**config.mk**
```make
export PLATFORM = sky130hd
export DESIGN_NAME = rbp_buffer
export DESIGN_NICKNAME = d
export VERILOG_FILES = /design/src/rbp_pkg.sv /design/src/rbp_par_if.sv /design/src/rbp_buffer.sv /design/src/rbp_parity.sv
export VERILOG_INCLUDE_DIRS = /design/src
export SDC_FILE = /design/constraint.sdc
export NUM_CORES = 1
export LEC_CHECK = 0
export BUFFER_PORTS_ARGS = -buffer_cell sky130_fd_sc_hd__buf_2
export CORE_MARGIN = 4
export CORE_UTILIZATION = 53
export DETAILED_ROUTE_END_ITERATION = 6
export PLACE_DENSITY = 0.8
export SYNTH_ARGS = -nofsm -noshare
export SYNTH_HDL_FRONTEND = slang
export SYNTH_SLANG_ARGS = --single-unit
```
**constraint.sdc**
```tcl
create_clock -name clk -period 2.01 [get_ports clk]
set_input_delay 0.402 -clock clk [delete_from_list [all_inputs] [get_ports clk]]
set_output_delay 0.402 -clock clk [all_outputs]
set_load 0.01 [all_outputs]
```
**src/rbp_cfg.svh**
```systemverilog
// timing counts, parity masks and reset values of the registered buffer
`ifndef RBP_CFG_SVH
`define RBP_CFG_SVH

`define RBP_WORD_W 28
// covered data bits, bit i is input i+1
`define RBP_MASK_CFG_A 28'h fff0f5f
`define RBP_MASK_CFG_B 28'h faf0fff
// extra cycles an error output stays low after it falls
`define RBP_ERR_HOLD 1'h1
`define RBP_DATA_RST 28'h0000000
`define RBP_CTRL_RST 2'h0
`define RBP_ERR_N_RST 1'h1

`endif

```
**src/rbp_pkg.sv**
```systemverilog
// types shared by the registered buffer modules
package rbp_pkg;

  typedef logic [27:0] rbp_word_t;

  typedef struct packed {
    rbp_word_t word_reg;
    logic err_reg;
  } rbp_chk_state_t;

  typedef struct packed {
    rbp_word_t data_a_reg;
    rbp_word_t data_b_reg;
    logic [1:0] cs_reg;
    logic [1:0] cke_reg;
    logic [1:0] odt_reg;
    logic err_n_reg;
    logic hold_reg;
  } rbp_state_t;

endpackage : rbp_pkg

```
**src/rbp_par_if.sv**
```systemverilog
// carrier between the buffer core and its parity checker
interface rbp_par_if;
  logic [27:0] word;
  logic cfg_sel;
  logic parity_bit;
  logic err;
  modport core (output word, output cfg_sel, output parity_bit, input err);
  modport chk (input word, input cfg_sel, input parity_bit, output err);
endinterface : rbp_par_if

```
**src/rbp_buffer.sv**
```systemverilog
// 28-bit registered command buffer with dual copies and parity check
`include "rbp_cfg.svh"

module rbp_buffer (
  input wire logic clk,
  input wire logic sys_rst,
  input wire logic buffer_reset_n,
  input wire logic config_select,
  input wire logic chip_select_gate_enable,
  input wire logic [27:0] data_in,
  input wire logic parity_bit_in,
  input wire logic chip_select0_in_n,
  input wire logic chip_select1_in_n,
  input wire logic chip_select2_in_n,
  input wire logic chip_select3_in_n,
  input wire logic clock_enable0_in,
  input wire logic clock_enable1_in,
  input wire logic termination0_in,
  input wire logic termination1_in,
  output logic [27:0] registered_data_out_a,
  output logic [27:0] registered_data_out_b,
  output logic chip_select0_redriven_out,
  output logic chip_select1_redriven_out,
  output logic [1:0] clock_enable_out,
  output logic [1:0] termination_out,
  output logic parity_error_out_n
);

  rbp_pkg::rbp_state_t s_reg;
  rbp_pkg::rbp_state_t s_next;
  logic data_gated;
  logic low_power_gating_mode;
  logic [3:0] chip_select_inputs_n;
  logic word_odd;

  rbp_par_if par ();

  // ------------------------------------------------------------------
  // parity checker
  // ------------------------------------------------------------------
  assign par.word = data_in;
  assign par.cfg_sel = config_select;
  assign par.parity_bit = parity_bit_in;

  rbp_parity u_parity (
    .clk(clk),
    .sys_rst(sys_rst),
    .buffer_reset_n(buffer_reset_n),
    .par(par)
  );

  // ------------------------------------------------------------------
  // gating decode
  // ------------------------------------------------------------------
  assign chip_select_inputs_n = {chip_select3_in_n, chip_select2_in_n,
                                 chip_select1_in_n, chip_select0_in_n};
  // data gating looks at selects 0 and 1 only
  assign data_gated = chip_select_gate_enable & chip_select0_in_n
                      & chip_select1_in_n;
  assign low_power_gating_mode = &chip_select_inputs_n;

  // ------------------------------------------------------------------
  // helpers
  // ------------------------------------------------------------------
  // covered-bit mask for the selected arrangement
  function automatic logic [27:0] cover_mask(input logic c);
    cover_mask = c ? `RBP_MASK_CFG_B : `RBP_MASK_CFG_A;
  endfunction : cover_mask

  // bit order of copy b in the second arrangement
  function automatic logic [27:0] mirror28(input logic [27:0] w);
    mirror28 = {<<{w}};
  endfunction : mirror28

  // odd count of ones over the covered bits of this word
  assign word_odd = ^(data_in & cover_mask(config_select));

  // ------------------------------------------------------------------
  // next state
  // ------------------------------------------------------------------
  always_comb begin
    s_next = s_reg;
    if (!data_gated) begin
      s_next.data_a_reg = data_in;
      // second arrangement mirrors the copy b pin order
      s_next.data_b_reg = config_select ? mirror28(data_in) : data_in;
    end
    s_next.cs_reg = {chip_select1_in_n, chip_select0_in_n};
    s_next.cke_reg = {clock_enable1_in, clock_enable0_in};
    s_next.odt_reg = {termination1_in, termination0_in};
    // frozen counter carries a pending hold across low power
    if (!low_power_gating_mode) begin
      if (par.err) begin
        s_next.err_n_reg = 1'b0;
        s_next.hold_reg = `RBP_ERR_HOLD;
      end else if (s_reg.hold_reg) begin
        s_next.hold_reg = 1'b0;
      end else begin
        s_next.err_n_reg = 1'b1;
      end
    end
  end

  // ------------------------------------------------------------------
  // state register
  // ------------------------------------------------------------------
  // outputs change only on a clock edge or when buffer_reset_n falls
  always_ff @(posedge clk or negedge buffer_reset_n) begin
    if (!buffer_reset_n) begin
      s_reg.data_a_reg <= `RBP_DATA_RST;
      s_reg.data_b_reg <= `RBP_DATA_RST;
      s_reg.cs_reg <= `RBP_CTRL_RST;
      s_reg.cke_reg <= `RBP_CTRL_RST;
      s_reg.odt_reg <= `RBP_CTRL_RST;
      s_reg.err_n_reg <= `RBP_ERR_N_RST;
      s_reg.hold_reg <= 1'b0;
    end else if (sys_rst) begin
      s_reg.data_a_reg <= `RBP_DATA_RST;
      s_reg.data_b_reg <= `RBP_DATA_RST;
      s_reg.cs_reg <= `RBP_CTRL_RST;
      s_reg.cke_reg <= `RBP_CTRL_RST;
      s_reg.odt_reg <= `RBP_CTRL_RST;
      s_reg.err_n_reg <= `RBP_ERR_N_RST;
      s_reg.hold_reg <= 1'b0;
    end else begin
      s_reg <= s_next;
    end
  end

  assign registered_data_out_a = s_reg.data_a_reg;
  assign registered_data_out_b = s_reg.data_b_reg;
  assign chip_select0_redriven_out = s_reg.cs_reg[0];
  assign chip_select1_redriven_out = s_reg.cs_reg[1];
  assign clock_enable_out = s_reg.cke_reg;
  assign termination_out = s_reg.odt_reg;
  assign parity_error_out_n = s_reg.err_n_reg;

  // ------------------------------------------------------------------
  // checks
  // ------------------------------------------------------------------
  a_reset_clears_out: assert property (
    @(posedge clk) disable iff (!buffer_reset_n)
    sys_rst |=> registered_data_out_a == '0 && registered_data_out_b == '0
      && !chip_select0_redriven_out && parity_error_out_n)
    else $error("outputs not cleared by reset");

  a_reset_beats_gate: assert property (
    @(posedge clk) disable iff (!buffer_reset_n)
    (sys_rst && data_gated) |=> registered_data_out_a == '0
      && parity_error_out_n)
    else $error("gating overrode reset");

  a_gate_holds_data: assert property (
    @(posedge clk) disable iff (sys_rst || !buffer_reset_n)
    data_gated |=> $stable(registered_data_out_a)
      && $stable(registered_data_out_b))
    else $error("gated data output changed");

  a_data_follows_in: assert property (
    @(posedge clk) disable iff (sys_rst || !buffer_reset_n)
    !data_gated |=> registered_data_out_a == $past(data_in))
    else $error("data not registered");

  a_copy_arrangement: assert property (
    @(posedge clk) disable iff (sys_rst || !buffer_reset_n)
    (!data_gated && !config_select) |=>
      registered_data_out_b == registered_data_out_a)
    else $error("copies differ in first arrangement");

  a_err_freeze_lp: assert property (
    @(posedge clk) disable iff (sys_rst || !buffer_reset_n)
    low_power_gating_mode |=> $stable(parity_error_out_n))
    else $error("error output moved in low power");

  a_err_min_low: assert property (
    @(posedge clk) disable iff (sys_rst || !buffer_reset_n)
    $fell(parity_error_out_n) |=> !parity_error_out_n)
    else $error("error output low for one cycle only");

  a_err_to_out: assert property (
    @(posedge clk) disable iff (sys_rst || !buffer_reset_n)
    (par.err && !low_power_gating_mode) |=> !parity_error_out_n)
    else $error("detected error not shown");

  a_cs_redrive: assert property (
    @(posedge clk) disable iff (sys_rst || !buffer_reset_n)
    1'b1 |=> chip_select1_redriven_out == $past(chip_select1_in_n))
    else $error("chip select not redriven");

  a_cs0_redrive: assert property (
    @(posedge clk) disable iff (sys_rst || !buffer_reset_n)
    1'b1 |=> chip_select0_redriven_out == $past(chip_select0_in_n))
    else $error("chip select 0 not redriven");

  a_cke_redrive: assert property (
    @(posedge clk) disable iff (sys_rst || !buffer_reset_n)
    1'b1 |=> clock_enable_out == $past({clock_enable1_in, clock_enable0_in}))
    else $error("clock enables not redriven");

  a_odt_redrive: assert property (
    @(posedge clk) disable iff (sys_rst || !buffer_reset_n)
    1'b1 |=> termination_out == $past({termination1_in, termination0_in}))
    else $error("terminations not redriven");

  a_copy_mirror: assert property (
    @(posedge clk) disable iff (sys_rst || !buffer_reset_n)
    (!data_gated && config_select) |=>
      registered_data_out_b == mirror28(registered_data_out_a))
    else $error("copy b not mirrored in second arrangement");

  a_copy_b_follows: assert property (
    @(posedge clk) disable iff (sys_rst || !buffer_reset_n)
    (!data_gated && !config_select) |=>
      registered_data_out_b == $past(data_in))
    else $error("copy b not registered");

  a_odd_word_late: assert property (
    @(posedge clk) disable iff (sys_rst || !buffer_reset_n)
    word_odd ##1 !parity_bit_in ##1 !low_power_gating_mode |=>
      !parity_error_out_n)
    else $error("odd word error not shown two cycles on");

  a_even_word_late: assert property (
    @(posedge clk) disable iff (sys_rst || !buffer_reset_n)
    !word_odd ##1 parity_bit_in ##1 !low_power_gating_mode |=>
      !parity_error_out_n)
    else $error("bad parity bit error not shown");

  a_odd_word_ok: assert property (
    @(posedge clk) disable iff (sys_rst || !buffer_reset_n)
    word_odd ##1 parity_bit_in |=> !par.err)
    else $error("valid odd word flagged");

  a_even_word_ok: assert property (
    @(posedge clk) disable iff (sys_rst || !buffer_reset_n)
    !word_odd ##1 !parity_bit_in |=> !par.err)
    else $error("valid even word flagged");

  a_err_stays_high: assert property (
    @(posedge clk) disable iff (sys_rst || !buffer_reset_n)
    (parity_error_out_n && !par.err) |=> parity_error_out_n)
    else $error("error output fell without error");

  a_err_returns_high: assert property (
    @(posedge clk) disable iff (sys_rst || !buffer_reset_n)
    (!parity_error_out_n && !par.err && !low_power_gating_mode) ##1
      (!par.err && !low_power_gating_mode) |=> parity_error_out_n)
    else $error("error output held too long");

  a_err_hold_lp: assert property (
    @(posedge clk) disable iff (sys_rst || !buffer_reset_n)
    (!parity_error_out_n && low_power_gating_mode) |=> !parity_error_out_n)
    else $error("error released in low power");

  a_err_cs3_active: assert property (
    @(posedge clk) disable iff (sys_rst || !buffer_reset_n)
    (par.err && !chip_select3_in_n) |=> !parity_error_out_n)
    else $error("select 3 did not enable error output");

  a_reset_ctrl_low: assert property (
    @(posedge clk) disable iff (!buffer_reset_n)
    sys_rst |=> clock_enable_out == '0 && termination_out == '0
      && !chip_select1_redriven_out)
    else $error("control outputs not cleared by reset");

  a_async_clears: assert property (
    @(posedge clk)
    !buffer_reset_n |-> registered_data_out_a == '0
      && registered_data_out_b == '0 && parity_error_out_n)
    else $error("async reset did not clear outputs");

  a_release_low: assert property (
    @(posedge clk) disable iff (sys_rst || !buffer_reset_n)
    ($rose(buffer_reset_n) && data_in == '0) |=>
      registered_data_out_a == '0 && registered_data_out_b == '0)
    else $error("outputs glitched after reset release");

endmodule : rbp_buffer

```
**src/rbp_parity.sv**
```systemverilog
// even parity checker with one cycle parity delay
`include "rbp_cfg.svh"

module rbp_parity (
  input wire logic clk,
  input wire logic sys_rst,
  input wire logic buffer_reset_n,
  rbp_par_if.chk par
);

  rbp_pkg::rbp_chk_state_t s_reg;
  rbp_pkg::rbp_chk_state_t s_next;

  function automatic logic odd_ones(input logic [27:0] w, input logic c);
    odd_ones = ^(w & (c ? `RBP_MASK_CFG_B : `RBP_MASK_CFG_A));
  endfunction : odd_ones

  // ------------------------------------------------------------------
  // pairing of word with the later parity bit
  // ------------------------------------------------------------------
  always_comb begin
    s_next = s_reg;
    s_next.word_reg = par.word;
    // word from last edge, parity bit from this edge
    s_next.err_reg = odd_ones(s_reg.word_reg, par.cfg_sel) ^ par.parity_bit;
  end

  always_ff @(posedge clk or negedge buffer_reset_n) begin
    if (!buffer_reset_n) begin
      s_reg <= '0;
    end else if (sys_rst) begin
      s_reg <= '0;
    end else begin
      s_reg <= s_next;
    end
  end

  assign par.err = s_reg.err_reg;

  a_even_parity_pair: assert property (
    @(posedge clk) disable iff (sys_rst || !buffer_reset_n)
    $past(sys_rst, 2) == 1'b0 |->
    s_reg.err_reg == (odd_ones($past(par.word, 2), $past(par.cfg_sel))
      ^ $past(par.parity_bit)))
    else $error("parity not paired with earlier word");

endmodule : rbp_parity

```
# Word-level counts from Yosys, hierarchy flattened
# Index checks and enable logic that the tools add are counted.
# word_totals
reg_bits	93
latchBits	0
ram_bits	0
rom_bits	0
inputBits	42
out_inout_bits	63
wordCells	27
mem_count	0
# classes
add_sub_neg	0
multipliers	0
div	0
order_cmp	0
n_eq_ne	3
shifts	0
muxes	8
n_bitwise	4
n_reduce_logical	3
# op_table
operator	n
$mux W64	1
$mux W56	1
$mux W29	1
$and A28 B28 Y28	1
$mux W28	1
$reduce_xor A28 Y1	1
$mux W23	1
$mux W2	2
$ne A2 B2 Y1 const B	2
$reduce_and A4 Y1	1
$ne A3 B2 Y1 const B	1
$and A1 B1 Y1	2
$reduce_and A2 Y1	1
$mux W1	1
$xor A1 B1 Y1	1

# Depth between registers and ports, before layout
# depth
ltp_word	5
depth_mapped	7
ltp_nobuf	5

# By module
# From an unflattened synthesis, not the netlist that was laid out.
# unflattened
cells_unflattened	402
hier_area_um2	4461.8
# by_module_without_submodules
mod	n_inst	cells_each	area_per_inst_um2	seq_area_each_um2
rbp_buffer	1	328	3414.5	1602.8
rbp_parity	1	74	1047.3	625.6

# Least setup slack after synthesis
# OpenSTA, ideal clock, no wires.
# synth_path
kind	register to register
start	register u_parity.s_reg[2] (netlist bit)
end	register u_parity.s_reg (netlist bit u_parity.par.err)
setup_time_ps	131
arrival_time_ps	1488
required_ps	1879
setup_slack_ps	391
path_stages_with_launch	6
n_path_buf	0
synth_period_minus_slack_ps	1619
cell_sequence	dfrtp_1 > xnor3_1 > xnor3_1 > xnor3_1 > xnor3_1 > nor2_1
# synth_between
elab_chain_len	4
# synth_rtl
item	line	rtl
start: declaration	rbp_parity.sv:11	rbp_pkg::rbp_chk_state_t s_reg;
start signal: assignment	rbp_parity.sv:34	s_reg <= s_next;
$and A28 B28 Y28	rbp_parity.sv:15	odd_ones = ^(w & (c ? `RBP_MASK_CFG_B : `RBP_MASK_CFG_A));
$reduce_xor A28 Y1	rbp_parity.sv:15	
$xor A1 B1 Y1	rbp_parity.sv:25	s_next.err_reg = odd_ones(s_reg.word_reg, par.cfg_sel) ^ par.parity_bit;
$mux W29	rbp_parity.sv:31	end else if (sys_rst) begin
# Every way passes these cells.
# A chain may end at the register's enable or synchronous reset.

# Final worst setup path
# layout_path
start	register u_parity.s_reg[25] (netlist bit)
end	register u_parity.s_reg (netlist bit u_parity.par.err)
# The elaborated chain is that of the path after synthesis.

==> impl_metrics.json <==
{
  "root_buffer": "clkbuf_8",
  "synthTopCellsByArea": "dfrtp_1, buf_4, mux2i_1",
  "crit_arrival_ps": 2040,
  "wl_um": 7940,
  "ctsResizeCount": 0,
  "layout_setup_ws_ps": 252,
  "utilization_pct": 60.2,
  "setup-tns-final_ps": 0,
  "fin_skew_ps": 3.65,
  "clk_pin_slew_ps": 80,
  "timing.final.crit_share_pct": 87.4,
  "routed_via_density": 5.02,
  "wl_per_cell_um": 16.0,
  "postSynthCellCount": 349,
  "synth_top_area_cell": "dfrtp_1",
  "power.density_cell_area_nw_per_um2": 841,
  "finalCriticalPeriod_ps": 1760,
  "drv_cap": 0,
  "run_status": "finished clean",
  "synth_most_common_cell": "dfrtp_1",
  "power.leakage_uw": 0.00235,
  "tightest_slew_ps": 588,
  "ys_seq_area_share_pct": 53.0,
  "setup_viol": 0,
  "synth.distinct_cells": 24,
  "ir_drop_mv": 0.442,
  "synthesis.area_um2": 4200,
  "grt_max_degree": 65,
  "cts_tree": "yes",
  "startpoint_type": "register",
  "ys_warn_count": 0,
  "antenna_found_initial": 0,
  "port_buffers": 104,
  "rsz0062_at_grt": "no",
  "syn_to_final_growth_pct": 10.7,
  "synth.ff_latch_count": 89,
  "holdBufCountCts": 0,
  "path_class": "reg -> reg",
  "critPathMaxFanout": 1,
  "drv_slew": 0,
  "post-place-ws_ps": 251,
  "fmax_mhz": 569,
  "critical_path_required_ps": 2290,
  "relSlewSlack_pct": 60.8,
  "syn_nets": 391,
  "grt_overflow": 0,
  "drc": 0,
  "htree_levels": 3,
  "nets": 433,
  "insertion_delay_ps": 350,
  "row_count": 32,
  "start_util_pct": 54.4,
  "io_pins": 105,
  "hold_viol": 0,
  "synth-async-reset-ratio_pct": 100,
  "hold_class": "in -> async",
  "postCtsSetupRepairBufs": 0,
  "avgSynthCellArea_um2": 12.0,
  "ys.flop_type": "dfrtp_1",
  "cts-buffers-inserted": 9,
  "core_um2": 7730,
  "grt_pass1_wl_um": 13300,
  "die-area_um2": 9420,
  "vias": 2497,
  "diodes": 0,
  "holdWs_ps": 46.6,
  "grt_pass1_vias": 2619,
  "synth_top_area_share_pct": 52.4,
  "ant_nets": 0,
  "cts.path.max_buffers": 2,
  "critPathCaptureType": "register",
  "place_congestion": 0.811,
  "ys_top_cells_by_count": "dfrtp_1, buf_4, nand2_1",
  "hpwl_um": 5810,
  "first_pass_iters": 4,
  "grt.total_usage_pct": 17.8,
  "die_y_um": 97.0,
  "die_w_um": 97.0,
  "synth_edf_count": 0,
  "drive_gt1_share_pct": 33.2,
  "drt_iter0_drc": 102,
  "clock_sinks": 89
}
placed cells by master (no fill, tap or decap), drive strengths merged:
| cell type | instances |
|---|---|
| buf | 111 |
| dfrtp | 88 |
| nand2 | 33 |
| nor2b | 31 |
| mux2i | 28 |
| o31ai | 28 |
| mux2 | 24 |
| xnor2 | 13 |
| clkbuf | 9 |
| xnor3 | 4 |
| nand2b | 4 |
| o21ai | 4 |
| xor2 | 3 |
| nor2 | 2 |
| nor3b | 2 |
| bufinv | 2 |
| clkinvlp | 2 |
| and3 | 1 |
| and4 | 1 |
| a21o | 1 |
| nor3 | 1 |
| inv | 1 |
| clkinv | 1 |
| dfstp | 1 |
worst max-delay path, stage by stage (launching register included):
cell and delay (ps):
dfrtp_1 410, xnor2_2 180, xnor3_1 420, xnor3_1 380
xnor3_1 210, nor2_1 100
metrics by stage:
| stage | instance area (um2) | instances | power (uW) |
|---|---|---|---|
| global placement | 4430 | 482 | 2610 |
| finish | 4650 | 497 | 3910 |
| detailed placement | 4430 | 482 | 2630 |
| CTS | 4650 | 497 | 3960 |
| floorplan | 4200 | 349 | 2470 |
| global route | 4650 | 497 | 4110 |
routing by layer:
metal  GRT usage (%)  vias to the layer above  wire length, um
li1                -                     1186                -
met1            22.8                     1232             3290
met2            28.6                       69             4020
met3            5.70                       10              539
met4            5.94                        0               99
met5               0                        -                0
path summary, 6_finish.rpt:
path                                      startpoint                   endpoint  slack, ps  depth (start not counted)
max                               u_parity.s_reg[25]           u_parity.par.err        250                          5
min                                   buffer_reset_n        clock_enable_out[0]         50                          1
max reg2reg                       u_parity.s_reg[25]           u_parity.par.err        250                          5
min reg2reg                registered_data_out_b[14]  registered_data_out_b[14]        480                          2
max in group asynchronous             buffer_reset_n   registered_data_out_b[9]       1420                          2
min in group clk                             sys_rst  chip_select0_redriven_out        260                          2
cell families after synthesis:
group                     after synthesis  share of synthesized area (%)
muxes                                  52                           13.1
and+or+nand+nor                        75                           9.17
AOI/OAI and AO/OA                      33                           5.66
DFF                                    89                           53.0
buffers and inverters                  80                           12.7
xor gates and xnor gates               20                           6.28
area by class of cell:
class / count / area (um2)
Clock buffer: 9 / 124
Clock inverter: 6 / 92.6
Tap cell: 102 / 128
Multi-Input combinational cell: 180 / 1440
Timing Repair Buffer: 111 / 638
Sequential cell: 89 / 2230
Fill cell: 639 / 3080
power breakdown:
part	internal [uW]	switching, uW	leakage [uW]	total (uW)
sequential	1910	62.5	0.00115	1980
combinational	309	294	0.00111	603
clock	700	632	0.000102	1330
total	2920	988	0.00235	3910
(Power assumes the default switching activity.)
